--- src/sbwrap_defines.svh ---
`ifndef SBWRAP_DEFINES_SVH
`define SBWRAP_DEFINES_SVH

// ----------------------------------------
// data movement command fields
// ----------------------------------------
`define SBWRAP_CMD_W 5
`define SBWRAP_CMD_OP_HI 4
`define SBWRAP_CMD_OP_LO 2
`define SBWRAP_CMD_START_HI 1
`define SBWRAP_CMD_START_LO 0
`define SBWRAP_OP_FILL_DATA 3'h4
`define SBWRAP_OP_FILL_MODIFIED 3'h5
`define SBWRAP_OP_FILL_SHARED 3'h6
`define SBWRAP_OP_FILL_SHARED_MOD 3'h7
`define SBWRAP_OP_DRAIN_DATA 3'h2

// ----------------------------------------
// transfer geometry
// ----------------------------------------
`define SBWRAP_BEATS 8
`define SBWRAP_BLOCK_BYTES 64
`define SBWRAP_QW_W 64
`define SBWRAP_LAST_BEAT 3'h7
`define SBWRAP_RESET_CNT 3'h0
`define SBWRAP_RESET_MASK 8'h00
`define SBWRAP_RESET_ADDR 3'h0

`endif

--- src/sbwrap_pkg.sv ---
package sbwrap_pkg;

  // ----------------------------------------
  // types
  // ----------------------------------------
  typedef enum logic [1:0] {
    SBWRAP_IO_QUAD,
    SBWRAP_IO_LONG,
    SBWRAP_IO_BYTE,
    SBWRAP_IO_WORD
  } sbwrap_io_kind_t;

  typedef enum logic [1:0] {
    SBWRAP_IDLE,
    SBWRAP_FILL,
    SBWRAP_DRAIN
  } sbwrap_state_t;

  typedef struct packed {
    logic [63:0] data_hi;
    logic [63:0] data_lo;
    logic [2:0] index_hi;
    logic [2:0] index_lo;
  } sbwrap_octaword_t;

  typedef struct packed {
    logic write;
    sbwrap_io_kind_t kind;
    logic [2:0] address;
    logic [7:0] mask;
  } sbwrap_outbound_t;

endpackage : sbwrap_pkg

--- src/sbwrap_core.sv ---
`timescale 1ns/1ps
`include "sbwrap_defines.svh"

// Overview of operation
// - every transfer runs eight data cycles; all but double-pumped fills move a 64-byte block, all bytes valid
// - received data goes to the 16-byte internal bus only after two beats arrive
// - I/O target is named by outbound address bits 5:3 plus an 8-bit mask
// - quad I/O: first quadword address in 5:3, mask marks merged quadwords ascending
// - long I/O: first longword address in 5:3, mask marks longwords in one hexword
// - byte/word I/O: quadword address in 5:3, mask picks the valid bytes
// - command bits 4:2 encode fill, fill modified, fill shared, shared modified, drain
// - block, quad reads and all I/O writes run eight quadwords, start from 5:4
// - double-pumped start follows bits 4:3 or system choice, sent in bits 1:0
// - eight-cycle transfers send quadword start XOR cycle number
// - double-pumped pair k carries quadword with bits 4:3 equal start XOR k

module sbwrap_core #(
  parameter int BEATS = `SBWRAP_BEATS,
  parameter int QW_W = `SBWRAP_QW_W
) (
  // clock and reset
  input wire logic core_clk,
  input wire logic rst_n,
  // system data bus pins
  input wire logic cmd_valid_pin,
  input wire logic [4:0] data_movement_command,
  input wire logic data_beat_pin,
  input wire logic [QW_W-1:0] sys_data_in,
  output logic [QW_W-1:0] sys_data_out,
  output logic sys_data_out_en,
  // outbound I/O address and mask
  output logic io_cmd_valid,
  output logic [2:0] outbound_address_bus,
  output logic [7:0] outbound_mask,
  output logic io_cmd_write,
  // core side I/O request
  input wire logic io_req_valid,
  input wire logic io_req_write,
  input wire sbwrap_pkg::sbwrap_io_kind_t io_req_kind,
  input wire logic [5:0] io_req_pa,
  input wire logic [7:0] io_req_mask,
  // core side fill tagging and drain source
  input wire logic fill_double,
  output logic [2:0] drain_index,
  input wire logic [QW_W-1:0] drain_qw,
  // internal 16-byte bus
  output logic octa_valid,
  output sbwrap_pkg::sbwrap_octaword_t octa,
  output logic transfer_done
);

  // ----------------------------------------
  // elaboration checks
  // ----------------------------------------
  if (BEATS != 8) $error("sbwrap_core: wrap order is defined for eight beats only");
  if (QW_W != 64) $error("sbwrap_core: quadword width must be 64");

  // ----------------------------------------
  // helpers
  // ----------------------------------------
  function automatic logic [2:0] wrap_index(input logic [2:0] start, input logic [2:0] beat, input logic dbl);
    logic [2:0] r;
    r = 3'h0;
    if (dbl)
    begin
      r = {1'b0, start[1:0] ^ beat[2:1]};
    end
    else
    begin
      r = start ^ beat;
    end
    return r;
  endfunction : wrap_index

  function automatic logic [7:0] byte_select(input logic [2:0] low, input logic is_word);
    logic [7:0] r;
    r = 8'h01 << low;
    if (is_word)
    begin
      r = 8'h03 << {low[2:1], 1'b0};
    end
    return r;
  endfunction : byte_select

  // ----------------------------------------
  // pin synchronisers
  // ----------------------------------------
  // data is synchronised with its strobe so a beat and its word never split
  logic cmd_valid_s1_reg, cmd_valid_s2_reg;
  logic [4:0] cmd_s1_reg, cmd_s2_reg;
  logic beat_s1_reg, beat_s2_reg;
  logic [QW_W-1:0] data_s1_reg, data_s2_reg;

  always_ff @(posedge core_clk)
  begin
    if (!rst_n)
    begin
      cmd_valid_s1_reg <= 1'b0;
      cmd_valid_s2_reg <= 1'b0;
      beat_s1_reg <= 1'b0;
      beat_s2_reg <= 1'b0;
      cmd_s1_reg <= 5'h00;
      cmd_s2_reg <= 5'h00;
      data_s1_reg <= '0;
      data_s2_reg <= '0;
    end
    else
    begin
      cmd_valid_s1_reg <= cmd_valid_pin;
      cmd_valid_s2_reg <= cmd_valid_s1_reg;
      beat_s1_reg <= data_beat_pin;
      beat_s2_reg <= beat_s1_reg;
      cmd_s1_reg <= data_movement_command;
      cmd_s2_reg <= cmd_s1_reg;
      data_s1_reg <= sys_data_in;
      data_s2_reg <= data_s1_reg;
    end
  end

  // ----------------------------------------
  // command decode
  // ----------------------------------------
  wire [2:0] cmd_op = cmd_s2_reg[`SBWRAP_CMD_OP_HI:`SBWRAP_CMD_OP_LO];
  wire [1:0] cmd_start = cmd_s2_reg[`SBWRAP_CMD_START_HI:`SBWRAP_CMD_START_LO];
  wire cmd_is_fill = cmd_op[2];
  wire cmd_is_drain = (cmd_op == `SBWRAP_OP_DRAIN_DATA);

  sbwrap_pkg::sbwrap_state_t state_reg, state_next;
  logic [2:0] beat_cnt_reg;
  logic [2:0] start_reg;
  logic double_reg;
  logic [QW_W-1:0] held_qw_reg;
  logic [2:0] held_idx_reg;

  wire idle = (state_reg == sbwrap_pkg::SBWRAP_IDLE);
  wire start_fill = idle && cmd_valid_s2_reg && cmd_is_fill;
  wire start_drain = idle && cmd_valid_s2_reg && cmd_is_drain;
  wire fill_beat = (state_reg == sbwrap_pkg::SBWRAP_FILL) && beat_s2_reg;
  wire drain_beat = (state_reg == sbwrap_pkg::SBWRAP_DRAIN);
  wire any_beat = fill_beat || drain_beat;
  wire last_beat = any_beat && (beat_cnt_reg == `SBWRAP_LAST_BEAT);
  // a double-pumped fill wraps on the 2-bit start, the rest on a 3-bit start
  wire [2:0] cur_index = wrap_index(start_reg, beat_cnt_reg, double_reg);

  // ----------------------------------------
  // transfer sequencing
  // ----------------------------------------
  always_comb
  begin
    state_next = state_reg;
    case (state_reg)
      sbwrap_pkg::SBWRAP_IDLE:
      begin
        if (start_fill)
        begin
          state_next = sbwrap_pkg::SBWRAP_FILL;
        end
        else if (start_drain)
        begin
          state_next = sbwrap_pkg::SBWRAP_DRAIN;
        end
      end
      sbwrap_pkg::SBWRAP_FILL, sbwrap_pkg::SBWRAP_DRAIN:
      begin
        if (last_beat)
        begin
          state_next = sbwrap_pkg::SBWRAP_IDLE;
        end
      end
      default:
      begin
        state_next = sbwrap_pkg::SBWRAP_IDLE;
      end
    endcase
  end

  always_ff @(posedge core_clk)
  begin
    if (!rst_n)
    begin
      state_reg <= sbwrap_pkg::SBWRAP_IDLE;
      beat_cnt_reg <= `SBWRAP_RESET_CNT;
      start_reg <= 3'h0;
      double_reg <= 1'b0;
    end
    else
    begin
      state_reg <= state_next;
      if (start_fill || start_drain)
      begin
        // start comes from the system in bits 1:0, always honoured
        start_reg <= start_fill && fill_double ? {1'b0, cmd_start} : {cmd_start, 1'b0};
        double_reg <= start_fill && fill_double;
        beat_cnt_reg <= `SBWRAP_RESET_CNT;
      end
      else if (any_beat)
      begin
        beat_cnt_reg <= beat_cnt_reg + 3'h1;
      end
    end
  end

  // ----------------------------------------
  // fill pairing onto the internal bus
  // ----------------------------------------
  wire pair_done = fill_beat && beat_cnt_reg[0];

  always_ff @(posedge core_clk)
  begin
    if (!rst_n)
    begin
      held_qw_reg <= '0;
      held_idx_reg <= 3'h0;
      octa_valid <= 1'b0;
      octa <= '0;
      transfer_done <= 1'b0;
    end
    else
    begin
      if (fill_beat && !beat_cnt_reg[0])
      begin
        held_qw_reg <= data_s2_reg;
        held_idx_reg <= cur_index;
      end
      octa_valid <= pair_done;
      if (pair_done)
      begin
        octa.data_lo <= held_qw_reg;
        octa.index_lo <= held_idx_reg;
        octa.data_hi <= data_s2_reg;
        octa.index_hi <= cur_index;
      end
      transfer_done <= last_beat;
    end
  end

  // ----------------------------------------
  // drain to the system
  // ----------------------------------------
  assign drain_index = cur_index;

  always_ff @(posedge core_clk)
  begin
    if (!rst_n)
    begin
      sys_data_out <= '0;
      sys_data_out_en <= 1'b0;
    end
    else
    begin
      sys_data_out_en <= drain_beat;
      if (drain_beat)
      begin
        sys_data_out <= drain_qw;
      end
    end
  end

  // ----------------------------------------
  // outbound I/O address and mask
  // ----------------------------------------
  // quad and long accesses pass the merge mask through; byte and word build it here
  wire is_sub_quad = (io_req_kind == sbwrap_pkg::SBWRAP_IO_BYTE) || (io_req_kind == sbwrap_pkg::SBWRAP_IO_WORD);
  wire [7:0] sub_mask = byte_select(io_req_pa[2:0], io_req_kind == sbwrap_pkg::SBWRAP_IO_WORD);
  wire [7:0] req_mask = is_sub_quad ? sub_mask : io_req_mask;

  always_ff @(posedge core_clk)
  begin
    if (!rst_n)
    begin
      io_cmd_valid <= 1'b0;
      outbound_address_bus <= `SBWRAP_RESET_ADDR;
      outbound_mask <= `SBWRAP_RESET_MASK;
      io_cmd_write <= 1'b0;
    end
    else
    begin
      io_cmd_valid <= io_req_valid;
      if (io_req_valid)
      begin
        outbound_address_bus <= io_req_pa[5:3];
        outbound_mask <= req_mask;
        io_cmd_write <= io_req_write;
      end
    end
  end
endmodule : sbwrap_core

--- config.mk ---
export PLATFORM = sky130hd
export DESIGN_NAME = sbwrap_core
export DESIGN_NICKNAME = d
export VERILOG_FILES = /design/src/sbwrap_pkg.sv /design/src/sbwrap_core.sv
export VERILOG_INCLUDE_DIRS = /design/src
export SDC_FILE = /design/constraint.sdc
export NUM_CORES = 1
export LEC_CHECK = 0
export ABC_AREA = 1
export ABC_CLOCK_PERIOD_IN_PS = 1400
export BUFFER_PORTS_ARGS = -buffer_cell sky130_fd_sc_hd__buf_4
export CAP_MARGIN = 10
export CORE_AREA = 3 3 169 295
export DETAILED_ROUTE_END_ITERATION = 10
export DIE_AREA = 0 0 172 298
export SLEW_MARGIN = 20
export SYNTH_ARGS = -nofsm -noshare
export SYNTH_HDL_FRONTEND = slang
export SYNTH_SLANG_ARGS = --single-unit
--- constraint.sdc ---
create_clock -name core_clk -period 1.4 [get_ports core_clk]
set_clock_uncertainty 0.1 [all_clocks]
set_input_delay 0.35 -clock core_clk [delete_from_list [all_inputs] [get_ports core_clk]]
set_output_delay 0.35 -clock core_clk [all_outputs]
set_load 0.03 [all_outputs]
# Yosys cells after proc, flatten, opt, wreduce, memory -nomap -nowiden
# Index checks and enable logic that the tools add are counted.
# totals
ff_bits	432
input_bits	156
out_inout_bits	217
# op_classes
addsub	1
eq_ne	8
shift	2
mux	8
bitwise	3
reduce_logical	16
# ops
op	n
$mux W8	2
$logic_and A1 B1 Y1	8
$shl A1 B3 Y8 const A	1
$shl A2 B3 Y8 const A	1
$eq A2 B2 Y1 const B	3
$mux W2	3
$mux W3	2
$pmux W2 S2	1
$reduce_or A2 Y1	2
$add A3 B1 Y3 const B	1
$eq A3 B2 Y1 const B	1
$eq A3 B3 Y1 const B	1
$logic_or A1 B1 Y1	3
$ne A3 B1 Y1 const B	1
$xor A3 B3 Y3	1
$eq A2 B1 Y1 const B	1
$logic_not A2 Y1	1
$ne A2 B2 Y1 const B	1
$reduce_and A2 Y1	1
$xor A2 B2 Y2	1
$logic_not A1 Y1	1
$not A1 Y1	1

# Depth between registers and ports, before layout
# logic_depth
word_depth	6
mapped_depth	11
mapped_depth_nobuf	11

# Worst setup path after synthesis
# OpenSTA, ideal clock, no wires.
# synth_path
kind	register -> register
startpoint	reg state_reg[1]
endpoint	reg octa[100] (netlist bit)
setup_ns	0.114
arrival_time_ns	1.285
path_slack_ns	-0.098
stages_incl_launch_ff	10
path_buffers	3
period_less_slack_ns	1.498
path_cell_list	dfxtp_1 -> inv_1 -> ha_1 -> nand2_1 -> nor2_4 -> buf_6 -> buf_12 -> buf_8 -> o21ai_1 -> nor2_1
# synth_between
elab_chain_len	3
# synth_rtl
item	line	source
start: declaration	sbwrap_core.sv:128	sbwrap_pkg::sbwrap_state_t state_reg, state_next;
start signal: assignment	sbwrap_core.sv:181	state_reg <= sbwrap_pkg::SBWRAP_IDLE;
start signal: assignment	sbwrap_core.sv:188	state_reg <= state_next;
$eq A2 B1 Y1	sbwrap_core.sv:138	wire fill_beat = (state_reg == sbwrap_pkg::SBWRAP_FILL) && beat_s2_reg;
$logic_and A1 B1 Y1	sbwrap_core.sv:138	
$logic_and A1 B1 Y1	sbwrap_core.sv:206	wire pair_done = fill_beat && beat_cnt_reg[0];
end: declaration	sbwrap_core.sv:48	output sbwrap_pkg::sbwrap_octaword_t octa,
# Every way passes these cells.
# A chain may end at the register's enable or synchronous reset.

# Worst setup path after layout
# layout_path
startpoint	reg double_reg
endpoint	out drain_index[0]
# layout_between
elab_chain_len	1
# layout_rtl
item	line	source
start: declaration	sbwrap_core.sv:131	logic double_reg;
start signal: assignment	sbwrap_core.sv:193	double_reg <= start_fill && fill_double;
$mux W3	sbwrap_core.sv:64	if (dbl)
end: declaration	sbwrap_core.sv:44	output logic [2:0] drain_index,
# Every way passes these cells.

==> summary.txt <==
Largest net degree at the start of global routing = 78
Comb pwr share = 0.177
Required @ worst endpoint = 0.95 ns
Layout cells sized above 1 = 0.549
Sequential area share after synthesis = 0.605
P_leak = 0.0128 uW
Max clock buf depth = 3
Unrepaired setup endpoints after global routing = yes
RR Startpoint = state_reg[1]
Vias = 14,700
Crit-path cells = nand2_2 > o21ai_2 > or2_4 > nand2_4 > buf_6
Syn Area/Cell = 8.12 um2
PD cells = 1120 nW/um2
Syn nets = 1,922
CTS tree = yes
HP Class = input pin to flip-flop
Worst vdd ir = 1230 uV
Synth Cell Area = 14,300 um2
DIE WIDTH = 172 um
FP Rows = 106
Pre-CTS setup slack = -0.259 ns
Worst r2r path cells = 10
Startpoint type of the worst setup path = flip-flop
Total core area = 47,700 um2
Critical Path End Type = output port
CP Max Fanout = 4
Hpwl dp = 29,500 um
Post-synth cell types = 24
Final hold vios = 0
Antenna-violating nets left = 0
WHS = 0.0302 ns
GR Overflow Total = 0
GRT Overall Usage = 0.212
Synth area leader = dfxtp_1
End of the worst register-to-register path = octa[99]
Final worst slack = -0.513 ns
Die area = 51,300 um2
Drt wl/cell = 19.9 um
Slew @ Worst Pin = 0.436 ns
CP max-delay cell = dfxtp_4
Fin crit period = 1.91 ns
FMAX = 523 MHz
Placed cells = 2,688
Status = complete, but fails checks
Gate count of the mapped netlist = 1,761
Setup CP Type = flip-flop to output port
Most flop-heavy register = octa
Final Cycle Share = 1.37
P_sw = 8290 uW
Final core area utilization = 0.577
Internal power = 22,600 uW
Max-slew violations = 0
Clock latency on the worst-skew pair = 0.54 ns
Overall die height = 298 um
GP Congestion = 0.803
End of the critical path = drain_index[0]
Finish-stage setup viols = 487
DRT Wirelength = 61,600 um
R2r setup slk = -0.35 ns
# fillers = 3,666
Synth top area share = 0.605
Max FFs per register = 134
# DRC = 0
Finished Layout Cells = 3,095
CP arrival = 1.46 ns
Vias in the first global route = 15,200
# IOs = 373
Switching part of the total = 0.268
Synthesis warning total = 0
First-pass GRT wire length = 84,700 um
Top cells by area, synth = dfxtp_1, nor2_1, o21ai_0
Initial Util = 0.299
Flop pwr share = 0.436
Clk network pwr share = 0.388
DRT Pass-1 Iters = 6
Layout area overhead = 92.8%
TritonCTS Sinks = 432
Max H-tree Level = 2
# nets final = 2,633
Clock slew at reported path FFs = 0.06 ns
Initial antenna violation count = 1
Worst slew margin = 0.709
Crit-path max cell delay = 0.36 ns
Failing checks = negative setup slack
Max-cap violations = 0
Port buffer count = 372
Clock Tree Root = clkbuf_16
CTS buffer count = 42
Drt via density = 4.74
Crit path launch = double_reg
Flops & latches, synth = 432
Initial DRC Count = 740
area by class of cell:
class / count / area [um2] / area share
Inverter: 170 / 687 / 0.0249
Antenna cell: 1 / 2.50 / 0.0000908
Sequential cell: 432 / 9000 / 0.327
Tap cell: 594 / 743 / 0.0270
Clock inverter: 12 / 171 / 0.00622
Multi-Input combinational cell: 1053 / 6880 / 0.250
Timing Repair inverter: 1 / 20.0 / 0.000727
Timing Repair Buffer: 772 / 8770 / 0.318
Clock buffer: 60 / 1280 / 0.0465
cell usage in the layout, fill, tap and decap left out, types with 55 or more instances in the layout:
master         instances
nor2_1               287
dfxtp_2              190
nor2_2                55
buf_4                270
nor2_4               198
o21ai_1               86
dfxtp_1              212
nand2_1              169
o21ai_2              155
buf_12                62
dlygate4sd3_1        147
inv_1                159
buf_6                235
critical path, delay by kind of cell, from the launching register on:
kind / cells / cell delay, ns
flops: 1 / 0.36
simple gates: 3 / 0.36
buf+inv: 1 / 0.13
compound gates: 1 / 0.06
Yosys cell counts:
cell type and number:
buf_8 4, a21oi_1 23, buf_12 1, a21boi_0 1, nor2_1 538, inv_1 167
nor2_4 2, clkinv_1 1, buf_6 8, o21ai_1 40, inv_2 2, buf_4 3
o21ai_0 239, dfxtp_1 432, nand4_1 4, nor3_1 2, or2_2 1, o21a_1 2
clkbuf_1 53, buf_2 37, nand2_1 187, ha_1 5, o22ai_1 1, nand3_1 8
worst min path at each step:
stage	depth (start not counted)	startpoint	slack, ns	to
6_report	3	io_req_kind[1]	0.03	outbound_mask[0]
3_3_place_gp	2	data_s1_reg[1]	0.29	data_s2_reg[1]
3_5_place_dp	2	data_s1_reg[60]	0.29	data_s2_reg[60]
4_1_cts	3	io_req_kind[1]	0.004	outbound_mask[0]
5_1_grt	3	io_req_mask[1]	0.01	outbound_mask[1]
2_1_floorplan	2	beat_s1_reg	0.29	beat_s2_reg
layer usage:
layer | track usage | part of all wire | wire [um] | vias to the layer above
li1 | - | - | - | 6873
met5 | 0 | 0 | 0 | -
met2 | 0.400 | 0.55 | 34000 | 537
met4 | 0.123 | 0.066 | 4050 | 0
met3 | 0.0409 | 0.051 | 3150 | 230
met1 | 0.210 | 0.33 | 20400 | 7035
logic make-up (layout without fill, tap and decap cells):
| family | Yosys count | after routing | synth area share |
|---|---|---|---|
| DFF | 432 | 432 | 0.605 |
| and+or+nand+nor | 742 | 742 | 0.198 |
| other | 0 | 1 | 0 |
| adders and majority gates | 5 | 5 | 0.00438 |
| buffers and inverters | 276 | 1015 | 0.0850 |
| AOI/OAI and AO/OA | 306 | 306 | 0.108 |
stage by stage:
step                total power (uW)  TNS (ns)  instance area, um2
floorplan                      15200    -0.351               14400
global placement               16700    -27.79               18100
detailed placement             16800    -33.31               18100
CTS                            29800    -76.56               25700
global route                   31900    -92.80               27600
finish                         30900    -70.77               27600
power by group through the flow:
stage | logic [uW] | registers, uW | clock network, uW
2_1_floorplan | 1010 | 14200 | 0
3_3_place_gp | 3280 | 13400 | 0
3_5_place_dp | 3320 | 13500 | 0
4_1_cts | 4210 | 13300 | 12200
5_1_grt | 5740 | 13500 | 12700
6_report | 5470 | 13500 | 12000
what timing repair did:
action / CTS / global route
resized for setup: 968 / 551
hold buffers: 147 / 0
cloned: 52 / 11
setup buffers: 95 / 62
endpoints found under the hold margin: 146 / 0
setup endpoints to repair: 479 / 493
pin swaps: 108 / 122
No activity file was read; power rests on OpenSTA's default activity.
